[config.mk]
export PLATFORM = sky130hd
export DESIGN_NAME = lfsup_top
export DESIGN_NICKNAME = d
export VERILOG_FILES = /design/src/logic/lfsup_pkg.sv /design/src/logic/lfsup_timer.sv /design/src/logic/lfsup_flags.sv /design/src/logic/lfsup_top.sv
export SDC_FILE = /design/constraint.sdc
export NUM_CORES = 1
export LEC_CHECK = 0
export ABC_AREA = 1
export BUFFER_PORTS_ARGS = -buffer_cell sky130_fd_sc_hd__buf_2
export CAP_MARGIN = 30
export CELL_PAD_IN_SITES_DETAIL_PLACEMENT = 0
export CELL_PAD_IN_SITES_GLOBAL_PLACEMENT = 1
export CORE_AREA = 2 2 111 113
export CTS_CLUSTER_SIZE = 10
export DETAILED_ROUTE_END_ITERATION = 10
export DIE_AREA = 0 0 113 115
export PLACE_DENSITY = 0.9
export SYNTH_ARGS = -nofsm -noshare
export SYNTH_HDL_FRONTEND = slang
export SYNTH_SLANG_ARGS = --single-unit
[constraint.sdc]
create_clock -name CLK_SYS -period 4.45 [get_ports CLK_SYS]
set_input_delay 0.2225 -clock CLK_SYS [delete_from_list [all_inputs] [get_ports CLK_SYS]]
set_output_delay 0.2225 -clock CLK_SYS [all_outputs]
set_load 0.005 [all_outputs]
[src/logic/lfsup_pkg.sv]
// Constants, state encoding and functional notes of the LED driver fault supervisor.
// Functional notes
// - Input undervoltage: power off, standby, flag, interrupt.
// - Input undervoltage release restarts start-up sequence.
// - Input overvoltage: power off, standby, flag, interrupt.
// - Input overvoltage release restarts start-up sequence.
// - Logic supply low: standby, flag, auto restart.
// - Input overcurrent: fault recovery, flag, 100 ms retry.
// - Cycle current limit never flags or changes state.
// - Charge pump low: fault recovery, flag, 100 ms retry.
// - Pump capacitor fault at init: both flags, recovery.
// - Config integrity error: flag only, keep running.
// - Boost overvolt low: flag, stop switching, no recovery.
// - Overvolt low checked only in soft-start or run.
// - Boost overvolt high: flag, interrupt, 100 ms recovery.
// - Overvolt high checked only in soft-start or run.
// - Feedback low for 110 ms: overcurrent flag, recovery.
// - Overcurrent timer runs from boost start.
// - Flags grouped into supply and boost registers; string register reads zero.
// - All timing derived from the single system clock.
package lfsup_pkg;

    localparam int unsigned CLK_HZ       = 25_000_000;
    localparam int unsigned RESTART_MS   = 100;
    localparam int unsigned OCP_QUAL_MS  = 110;
    localparam int unsigned RESTART_CYC  = CLK_HZ / 1000 * RESTART_MS;
    localparam int unsigned OCP_QUAL_CYC = CLK_HZ / 1000 * OCP_QUAL_MS;
    localparam int unsigned TMR_W        = 22;

    localparam int unsigned ADDR_W = 8;
    localparam int unsigned DATA_W = 16;
    localparam int unsigned FLAG_W = 16;

    localparam logic [7:0] OFS_SUPPLY_STAT = 8'h00;
    localparam logic [7:0] OFS_BOOST_STAT  = 8'h01;
    localparam logic [7:0] OFS_STRING_STAT = 8'h02;
    localparam logic [7:0] OFS_FLAG_CLR    = 8'h03;
    localparam logic [7:0] OFS_FLAG_EN     = 8'h04;
    localparam logic [7:0] OFS_CTRL        = 8'h05;
    localparam logic [7:0] OFS_STATE       = 8'h06;

    localparam int unsigned F_IN_UV    = 0;
    localparam int unsigned F_IN_OV    = 1;
    localparam int unsigned F_VDD_LOW  = 2;
    localparam int unsigned F_IN_OC    = 3;
    localparam int unsigned F_PUMP_LOW = 4;
    localparam int unsigned F_PUMP_CAP = 5;
    localparam int unsigned F_CFG_CRC  = 6;
    localparam int unsigned F_BST_OVL  = 8;
    localparam int unsigned F_BST_OVH  = 9;
    localparam int unsigned F_BST_OCP  = 10;

    localparam logic [15:0] FLAG_VALID   = 16'h077F;
    localparam logic [15:0] FLAG_EN_RST  = 16'h077F;
    localparam int unsigned CTRL_RUN_BIT = 0;
    localparam logic        CTRL_RUN_RST = 1'b1;

    typedef enum logic [2:0] {
        ST_OFF   = 3'h0,
        ST_INIT  = 3'h1,
        ST_SOFT  = 3'h2,
        ST_RUN   = 3'h3,
        ST_STBY  = 3'h4,
        ST_RECOV = 3'h5
    } lfsup_state_t;

endpackage : lfsup_pkg

[src/logic/lfsup_timer.sv]
// Qualification and restart timer that expires after a run of COUNT enabled cycles.
`timescale 1ns/100ps
`default_nettype none
module lfsup_timer #(
    parameter int unsigned W     = 22,
    parameter logic [W-1:0] COUNT = 1
) (
    input  wire logic clk,
    input  wire logic srst,
    input  wire logic ce,
    input  wire logic run,
    output logic      expired
);
    typedef struct packed {
        logic [W-1:0] count;
    } lfsup_tmr_t;

    lfsup_tmr_t tmr_reg;
    lfsup_tmr_t tmr_next;

    // Dropping run reloads the count, so only an unbroken run can expire.
    always_comb begin
        tmr_next = tmr_reg;
        if (!run) begin
            tmr_next.count = COUNT - W'(1);
        end else if (tmr_reg.count != '0) begin
            tmr_next.count = tmr_reg.count - W'(1);
        end
    end

    always_ff @(posedge clk) begin
        if (srst) begin
            tmr_reg.count <= COUNT - W'(1);
        end else if (ce) begin
            tmr_reg <= tmr_next;
        end
    end

    assign expired = run && (tmr_reg.count == '0);

endmodule : lfsup_timer
`default_nettype wire

[src/logic/lfsup_flags.sv]
// Sticky fault flags with write-one clear, enable mask and level interrupt.
`timescale 1ns/100ps
`default_nettype none
module lfsup_flags #(
    parameter int unsigned W      = 16,
    parameter logic [W-1:0] VALID  = '1,
    parameter logic [W-1:0] EN_RST = '1
) (
    input  wire logic         clk,
    input  wire logic         srst,
    input  wire logic         ce,
    input  wire logic [W-1:0] set,
    input  wire logic         clr_we,
    input  wire logic         en_we,
    input  wire logic [W-1:0] wdata,
    output logic      [W-1:0] flags,
    output logic      [W-1:0] en,
    output logic              irq
);
    typedef struct packed {
        logic [W-1:0] flags;
        logic [W-1:0] en;
    } lfsup_flg_t;

    lfsup_flg_t flg_reg;
    lfsup_flg_t flg_next;

    always_comb begin
        flg_next = flg_reg;
        flg_next.flags = (flg_reg.flags & ~(clr_we ? wdata : '0)) | (set & VALID);
        if (en_we) begin
            flg_next.en = wdata & VALID;
        end
    end

    always_ff @(posedge clk) begin
        if (srst) begin
            flg_reg.flags <= '0;
            flg_reg.en    <= EN_RST;
        end else if (ce) begin
            flg_reg <= flg_next;
        end
    end

    assign flags = flg_reg.flags;
    assign en    = flg_reg.en;
    assign irq   = |(flg_reg.flags & flg_reg.en);

endmodule : lfsup_flags
`default_nettype wire

[src/logic/lfsup_top.sv]
// Fault supervisor: state sequencing, power stage enables, register port and interrupt.
`timescale 1ns/100ps
`default_nettype none
module lfsup_top
    import lfsup_pkg::*;
#(
    parameter logic [TMR_W-1:0] RESTART_CYCLES  = TMR_W'(RESTART_CYC),
    parameter logic [TMR_W-1:0] OCP_QUAL_CYCLES = TMR_W'(OCP_QUAL_CYC)
) (
    input  wire logic              CLK_SYS,
    input  wire logic              SRST,
    input  wire logic              CE,
    input  wire logic [ADDR_W-1:0] ADDR,
    input  wire logic [DATA_W-1:0] WDATA,
    input  wire logic              WR,
    input  wire logic              RD,
    output logic      [DATA_W-1:0] RDATA,
    input  wire logic              INPUT_UNDERVOLT,
    input  wire logic              INPUT_OVERVOLT,
    input  wire logic              LOGIC_SUPPLY_LOW,
    input  wire logic              INPUT_OVERCURRENT,
    input  wire logic              PUMP_LOW,
    input  wire logic              PUMP_CAP_FAULT,
    input  wire logic              CONFIG_CRC_FAIL,
    input  wire logic              INIT_DONE,
    input  wire logic              SOFTSTART_DONE,
    input  wire logic              FB_OVERVOLT_LOW,
    input  wire logic              FB_OVERVOLT_HIGH,
    input  wire logic              BLEED_OVERVOLT_HIGH,
    input  wire logic              FB_UNDERVOLT,
    input  wire logic              CYCLE_CURRENT_LIMIT,
    output logic                   BOOST_EN,
    output logic                   BOOST_GATE_EN,
    output logic                   LED_EN,
    output logic                   LINE_SWITCH_EN,
    output logic                   PUMP_EN,
    output logic [2:0]             STATE,
    output logic                   INT
);
    typedef struct packed {
        lfsup_state_t      state;
        logic              ctrl_run;
        logic [DATA_W-1:0] rdata;
    } lfsup_main_t;

    lfsup_main_t main_reg;
    lfsup_main_t main_next;

    logic [FLAG_W-1:0] flag_set;
    logic [FLAG_W-1:0] flags;
    logic [FLAG_W-1:0] flag_en;
    logic              clr_we;
    logic              en_we;
    logic              op;
    logic              boost_phase;
    logic              standby_fault;
    logic              recov_fault;
    logic              cap_fault_now;
    logic              ocp_run;
    logic              ocp_expired;
    logic              restart_expired;

    function automatic logic hit(input logic [ADDR_W-1:0] a, input logic [7:0] ofs);
        hit = (a == ADDR_W'(ofs));
    endfunction : hit

    assign op          = (main_reg.state == ST_INIT) || (main_reg.state == ST_SOFT) ||
                         (main_reg.state == ST_RUN);
    assign boost_phase = (main_reg.state == ST_SOFT) || (main_reg.state == ST_RUN);
    assign clr_we      = WR && hit(ADDR, OFS_FLAG_CLR);
    assign en_we       = WR && hit(ADDR, OFS_FLAG_EN);

    assign ocp_run = boost_phase && FB_UNDERVOLT;

    lfsup_timer #(
        .W     (TMR_W),
        .COUNT (OCP_QUAL_CYCLES)
    ) u_ocp_timer (
        .clk     (CLK_SYS),
        .srst    (SRST),
        .ce      (CE),
        .run     (ocp_run),
        .expired (ocp_expired)
    );

    lfsup_timer #(
        .W     (TMR_W),
        .COUNT (RESTART_CYCLES)
    ) u_restart_timer (
        .clk     (CLK_SYS),
        .srst    (SRST),
        .ce      (CE),
        .run     (main_reg.state == ST_RECOV),
        .expired (restart_expired)
    );

    assign cap_fault_now = (main_reg.state == ST_INIT) && INIT_DONE && PUMP_CAP_FAULT;

    // Supply faults send the device to standby.
    assign standby_fault = INPUT_UNDERVOLT || INPUT_OVERVOLT || LOGIC_SUPPLY_LOW;

    // Faults that need a timed retry.
    assign recov_fault = INPUT_OVERCURRENT || PUMP_LOW || cap_fault_now ||
                         (boost_phase && (FB_OVERVOLT_HIGH || BLEED_OVERVOLT_HIGH || ocp_expired));

    always_comb begin
        flag_set = '0;
        if (op) begin
            flag_set[F_IN_UV]    = INPUT_UNDERVOLT;
            flag_set[F_IN_OV]    = INPUT_OVERVOLT;
            flag_set[F_VDD_LOW]  = LOGIC_SUPPLY_LOW;
            flag_set[F_IN_OC]    = INPUT_OVERCURRENT;
            flag_set[F_PUMP_LOW] = PUMP_LOW;
        end
        if ((main_reg.state == ST_INIT) && INIT_DONE) begin
            // Both pump flags on capacitor fault.
            if (PUMP_CAP_FAULT) begin
                flag_set[F_PUMP_CAP] = 1'b1;
                flag_set[F_PUMP_LOW] = 1'b1;
            end
            flag_set[F_CFG_CRC] = CONFIG_CRC_FAIL;
        end
        if (boost_phase) begin
            flag_set[F_BST_OVL] = FB_OVERVOLT_LOW;
            flag_set[F_BST_OVH] = FB_OVERVOLT_HIGH || BLEED_OVERVOLT_HIGH;
            flag_set[F_BST_OCP] = ocp_expired;
        end
    end

    // Two flag groups, supply and boost, behind one bank.
    lfsup_flags #(
        .W      (FLAG_W),
        .VALID  (FLAG_VALID),
        .EN_RST (FLAG_EN_RST)
    ) u_flags (
        .clk    (CLK_SYS),
        .srst   (SRST),
        .ce     (CE),
        .set    (flag_set),
        .clr_we (clr_we),
        .en_we  (en_we),
        .wdata  (FLAG_W'(WDATA)),
        .flags  (flags),
        .en     (flag_en),
        .irq    (INT)
    );

    always_comb begin
        main_next       = main_reg;
        main_next.rdata = '0;
        if (WR && hit(ADDR, OFS_CTRL)) begin
            main_next.ctrl_run = WDATA[CTRL_RUN_BIT];
        end
        if (RD) begin
            if (hit(ADDR, OFS_SUPPLY_STAT)) begin
                main_next.rdata = DATA_W'(flags[7:0]);
            end else if (hit(ADDR, OFS_BOOST_STAT)) begin
                main_next.rdata = DATA_W'(flags[15:8]);
            end else if (hit(ADDR, OFS_FLAG_EN)) begin
                main_next.rdata = DATA_W'(flag_en);
            end else if (hit(ADDR, OFS_CTRL)) begin
                main_next.rdata = DATA_W'(main_reg.ctrl_run);
            end else if (hit(ADDR, OFS_STATE)) begin
                main_next.rdata = DATA_W'(main_reg.state);
            end
        end
        // Cycle current limit is not a state input.
        case (main_reg.state)
            ST_OFF: begin
                main_next.state = ST_STBY;
            end
            ST_STBY: begin
                if (!standby_fault) begin
                    main_next.state = ST_INIT;
                end
            end
            ST_INIT, ST_SOFT, ST_RUN: begin
                // Standby faults take priority since supplies gone make a retry pointless.
                if (standby_fault) begin
                    main_next.state = ST_STBY;
                end else if (recov_fault) begin
                    main_next.state = ST_RECOV;
                end else if ((main_reg.state == ST_INIT) && INIT_DONE) begin
                    main_next.state = ST_SOFT;
                end else if ((main_reg.state == ST_SOFT) && SOFTSTART_DONE) begin
                    main_next.state = ST_RUN;
                end
            end
            ST_RECOV: begin
                if (restart_expired) begin
                    main_next.state = ST_INIT;
                end
            end
            default: begin
                main_next.state = ST_OFF;
            end
        endcase
        if (!main_reg.ctrl_run) begin
            main_next.state = ST_OFF;
        end
    end

    always_ff @(posedge CLK_SYS) begin
        if (SRST) begin
            main_reg.state    <= ST_OFF;
            main_reg.ctrl_run <= CTRL_RUN_RST;
            main_reg.rdata    <= '0;
        end else if (CE) begin
            main_reg <= main_next;
        end
    end

    assign RDATA          = main_reg.rdata;
    assign STATE          = main_reg.state;
    assign PUMP_EN        = op;
    assign LINE_SWITCH_EN = op;
    assign BOOST_EN       = boost_phase;
    assign LED_EN         = boost_phase;
    assign BOOST_GATE_EN  = boost_phase && !FB_OVERVOLT_LOW && !CYCLE_CURRENT_LIMIT;

    property p_in_uv;
        @(posedge CLK_SYS) disable iff (SRST)
        CE && op && main_reg.ctrl_run && INPUT_UNDERVOLT
        |=> main_reg.state == ST_STBY && flags[F_IN_UV] && (INT || !flag_en[F_IN_UV]);
    endproperty
    a_in_uv: assert property (p_in_uv) else $error("undervoltage did not reach standby");

    property p_in_ov;
        @(posedge CLK_SYS) disable iff (SRST)
        CE && op && main_reg.ctrl_run && INPUT_OVERVOLT
        |=> main_reg.state == ST_STBY && flags[F_IN_OV] && !BOOST_EN && !LED_EN;
    endproperty
    a_in_ov: assert property (p_in_ov) else $error("overvoltage did not reach standby");

    property p_stby_exit;
        @(posedge CLK_SYS) disable iff (SRST)
        CE && main_reg.state == ST_STBY && main_reg.ctrl_run && !standby_fault
        |=> main_reg.state == ST_INIT && PUMP_EN;
    endproperty
    a_stby_exit: assert property (p_stby_exit) else $error("standby not left");

    property p_in_oc;
        @(posedge CLK_SYS) disable iff (SRST)
        CE && op && main_reg.ctrl_run && !standby_fault && INPUT_OVERCURRENT
        |=> main_reg.state == ST_RECOV && flags[F_IN_OC] && !LINE_SWITCH_EN;
    endproperty
    a_in_oc: assert property (p_in_oc) else $error("overcurrent did not start recovery");

    property p_cycle_limit;
        @(posedge CLK_SYS) disable iff (SRST)
        CE && main_reg.state == ST_RUN && main_reg.ctrl_run && CYCLE_CURRENT_LIMIT &&
        !standby_fault && !recov_fault && flag_set == '0
        |-> !BOOST_GATE_EN ##1 main_reg.state == ST_RUN;
    endproperty
    a_cycle_limit: assert property (p_cycle_limit) else $error("current limit changed state");

    property p_ovl;
        @(posedge CLK_SYS) disable iff (SRST)
        CE && main_reg.state == ST_RUN && main_reg.ctrl_run && FB_OVERVOLT_LOW &&
        !standby_fault && !recov_fault
        |-> !BOOST_GATE_EN ##1 main_reg.state == ST_RUN && flags[F_BST_OVL];
    endproperty
    a_ovl: assert property (p_ovl) else $error("overvolt low mishandled");

    property p_ovl_ignored;
        @(posedge CLK_SYS) disable iff (SRST)
        CE && !boost_phase && !flags[F_BST_OVL] |=> !flags[F_BST_OVL];
    endproperty
    a_ovl_ignored: assert property (p_ovl_ignored) else $error("overvolt low flagged off phase");

    property p_ovh;
        @(posedge CLK_SYS) disable iff (SRST)
        CE && boost_phase && main_reg.ctrl_run && !standby_fault && BLEED_OVERVOLT_HIGH
        |=> main_reg.state == ST_RECOV && flags[F_BST_OVH];
    endproperty
    a_ovh: assert property (p_ovh) else $error("overvolt high did not start recovery");

    property p_ocp;
        @(posedge CLK_SYS) disable iff (SRST)
        CE && boost_phase && main_reg.ctrl_run && !standby_fault && ocp_expired
        |=> main_reg.state == ST_RECOV && flags[F_BST_OCP];
    endproperty
    a_ocp: assert property (p_ocp) else $error("boost overcurrent missed");

    property p_cap;
        @(posedge CLK_SYS) disable iff (SRST)
        CE && main_reg.ctrl_run && !standby_fault && cap_fault_now
        |=> main_reg.state == ST_RECOV && flags[F_PUMP_CAP] && flags[F_PUMP_LOW] && !PUMP_EN;
    endproperty
    a_cap: assert property (p_cap) else $error("pump capacitor fault mishandled");

    property p_irq;
        @(posedge CLK_SYS) disable iff (SRST)
        (flags & flag_en) != '0 |-> INT;
    endproperty
    a_irq: assert property (p_irq) else $error("interrupt low with enabled flag");

endmodule : lfsup_top
`default_nettype wire

==> results.toml <==
[yosys]
ys_warn_count = 0
synth_cell_types = 47
yosysSeqAreaShare = 0.351
synth_area_per_cell_sq_um = 6.79
synthCells = 713
syn-cell-area_sq_um = 4840
synth-seq-cells = 85
synthArstFlopShare = 0
synth_edf_count = 0
synthFlopType = "dfxtp_1"

[critical_path]
timing.rr.start = "STATE[2]"
critical_path_class = "reg2reg"
arrival_ns = 2.29
startpoint = "STATE[2]"
worst-r2r-cell-count = 7
worstSetupEndpointType = "flip-flop"
path_max_fanout = 18
crit_top_cell = "nand2_1"
rr_endpoint = "u_restart_timer.tmr_reg[21]"
required_ns = 4.67
startpoint_type = "flip-flop"
slowest_stage = "dfxtp_1"
rrSetupSlack_ns = 2.37
crit_path_max_incr_delay_ns = 0.59
path_cells = "nand2_1 > nor2_4 > inv_4 > o21ai_4 > nor2_1 > xor2_1 > nand2_1"

[timing]
finalSetupTns_ns = 0
finClkSkew_ns = 0.00579
holdWs_ns = 0.0728
relSlewSlack = 0.399
rsz0062_at_grt = "no"
worstMarginPinSlew_ns = 0.896
fmax_ghz = 0.481
final-setup-viol-count = 0
hold_viol_final = 0
fin_crit_sh = 0.467
slew_violations = 0
fin_crit_ns = 2.08

[floorplan]
die_y_um = 115
core_area_sq_um = 11800
rows = 40
pin_count = 68
start_util = 0.410
dieArea_sq_um = 13000
die_width_um = 113

[hold_path]
hp-start = "WDATA[12]"
hold_end = "u_flags.flags[12]"
hold_path.class = "in2reg"
hold_path_depth = 2

[drt]
drt_iter0_drc = 264
antenna_left = 0
wl_per_cell_um = 13.3
dr.pass1.iters = 8
vias_per_cell = 5.08
drc_errors = 9
wirelength_mm = 12.0
vias = 4595

[finish]
final_util = 0.456
area_growth_pct = 11.1
antenna_cells = 0
drive_gt1_frac = 0.149
finalNonFillerCells = 904
nets = 798

[cts]
path_clk_slew_ns = 0.06
cts_max_level = 3
cts-root-buf = "clkbuf_16"
clk_latency_ns = 0.33
cts_setup_buffers = 0
cts.sinks = 85
clockBufferDepth = 2
postCtsHoldBufs = 0
cts_tree = "done"
cts_resized = 0
cts_buffers = 9

[global_routing]
grtUsageTotal = 0.188
grt_max_degree = 41
grt_overflow = 0
antenna_found_initial = 0
grt_pass1_vias = 4311
grt_pass1_wl_mm = 19.9

[status]
status = "finished with violations"
violations = "DRC"

[pwr]
clock_power_share = 0.430
ir_drop_v = 0.000206
p_sw_uw = 424
seqPwrFrac = 0.479
finalPower_mw = 1.65
combPwrFrac = 0.091
p_leak_nw = 2.33
swShare = 0.258
p_int_mw = 1.22
power_density_nw_per_um2 = 306

[flow_run]
maxCapViolations = 0

[place]
hpwl_mm = 9.10
globalplace.congestion = 0.893
dp.cells = 888
port_buffers = 62
==> power groups by stage <==
stage | clock network [mW] | registers [mW] | logic (mW)
2_1_floorplan | 0 | 0.799 | 0.111
5_1_grt | 0.757 | 0.790 | 0.169
3_5_place_dp | 0 | 0.805 | 0.149
3_3_place_gp | 0 | 0.805 | 0.147
4_1_cts | 0.724 | 0.788 | 0.150
6_report | 0.707 | 0.789 | 0.149
==> layout by cell type, fill, tap and decap left out, types with 5 or more instances in the layout <==
| cell type | n |
|---|---|
| clkbuf_16 | 9 |
| nor2_1 | 111 |
| buf_2 | 62 |
| inv_1 | 68 |
| nand4_1 | 19 |
| a31oi_1 | 6 |
| nand3_1 | 50 |
| conb_1 | 5 |
| nor2_2 | 6 |
| a21oi_1 | 39 |
| dfxtp_1 | 85 |
| o31ai_1 | 9 |
| o21ai_0 | 27 |
| nand2_1 | 166 |
| o211ai_1 | 15 |
| nor3_1 | 7 |
| xor2_1 | 15 |
==> worst max path at each step <==
stage,to,cells past startpoint,slack [ns]
after floorplan,u_ocp_timer.tmr_reg[14],13,2.86
after detailed placement,STATE[1],4,2.12
after global placement,STATE[1],4,2.14
final,u_restart_timer.tmr_reg[21],7,2.37
after global routing,u_restart_timer.tmr_reg[21],7,2.18
after CTS,u_restart_timer.tmr_reg[21],7,2.40
==> stage by stage <==
| step | area, sq um | worst slack, ns |
|---|---|---|
| after floorplan | 4860 | 2.86 |
| after global placement | 5100 | 2.14 |
| final | 5380 | 2.37 |
| after detailed placement | 5100 | 2.12 |
| after CTS | 5380 | 2.40 |
| after global routing | 5380 | 2.18 |
==> cell type report <==
class / count / area, sq um
inverters: 74 / 280
repair buffers: 63 / 318
well taps: 147 / 184
clock inverters: 6 / 47.5
flip-flops and latches: 85 / 1700
clock buffers: 10 / 239
fillers: 1242 / 6430
multi-input cells: 519 / 2610
==> critical path: cells and delay by family (launching register included) <==
family	cells	cell delay (ns)
flops	1	0.59
compound gates	1	0.46
xor+xnor	1	0.15
buf+inv	1	0.12
simple gates	4	0.63
==> cells in the mapped netlist, drive strengths merged, types with 4 or more instances <==
| library cell | n | area share |
|---|---|---|
| nand3 | 53 | 0.059 |
| nor3 | 9 | 0.014 |
| xor2 | 15 | 0.027 |
| buf | 30 | 0.048 |
| o211ai | 15 | 0.023 |
| nand2 | 173 | 0.14 |
| o21ai | 28 | 0.031 |
| a21oi | 42 | 0.047 |
| xnor2 | 4 | 0.0072 |
| or2 | 4 | 0.0057 |
| dfxtp | 85 | 0.35 |
| a31oi | 6 | 0.0077 |
| o31ai | 9 | 0.014 |
| inv | 73 | 0.057 |
| nand4 | 19 | 0.025 |
| clkbuf | 9 | 0.0070 |
| nor2 | 121 | 0.10 |
==> per-layer routing <==
metal,up-vias,wire (um),track usage,share of wire
met5,-,0,0,0
met1,2078,5570,0.247,0.46
met2,126,5600,0.316,0.47
met3,11,731,0.0300,0.061
met4,0,129,0.0626,0.011
li1,2380,-,-,-
==> cell families (layout without fill, tap and decap cells) <==
kind of cell / Yosys count / after routing / synth area share
AO/OA/AOI/OAI: 112 / 112 / 0.143
XOR/XNOR: 19 / 19 / 0.0343
adder cells (fa/ha/maj): 3 / 3 / 0.00775
buffers and inverters: 113 / 153 / 0.112
flip-flops: 85 / 85 / 0.351
other: 1 / 5 / 0.000774
AND/OR/NAND/NOR: 380 / 380 / 0.351
(Power assumes the default switching activity.)
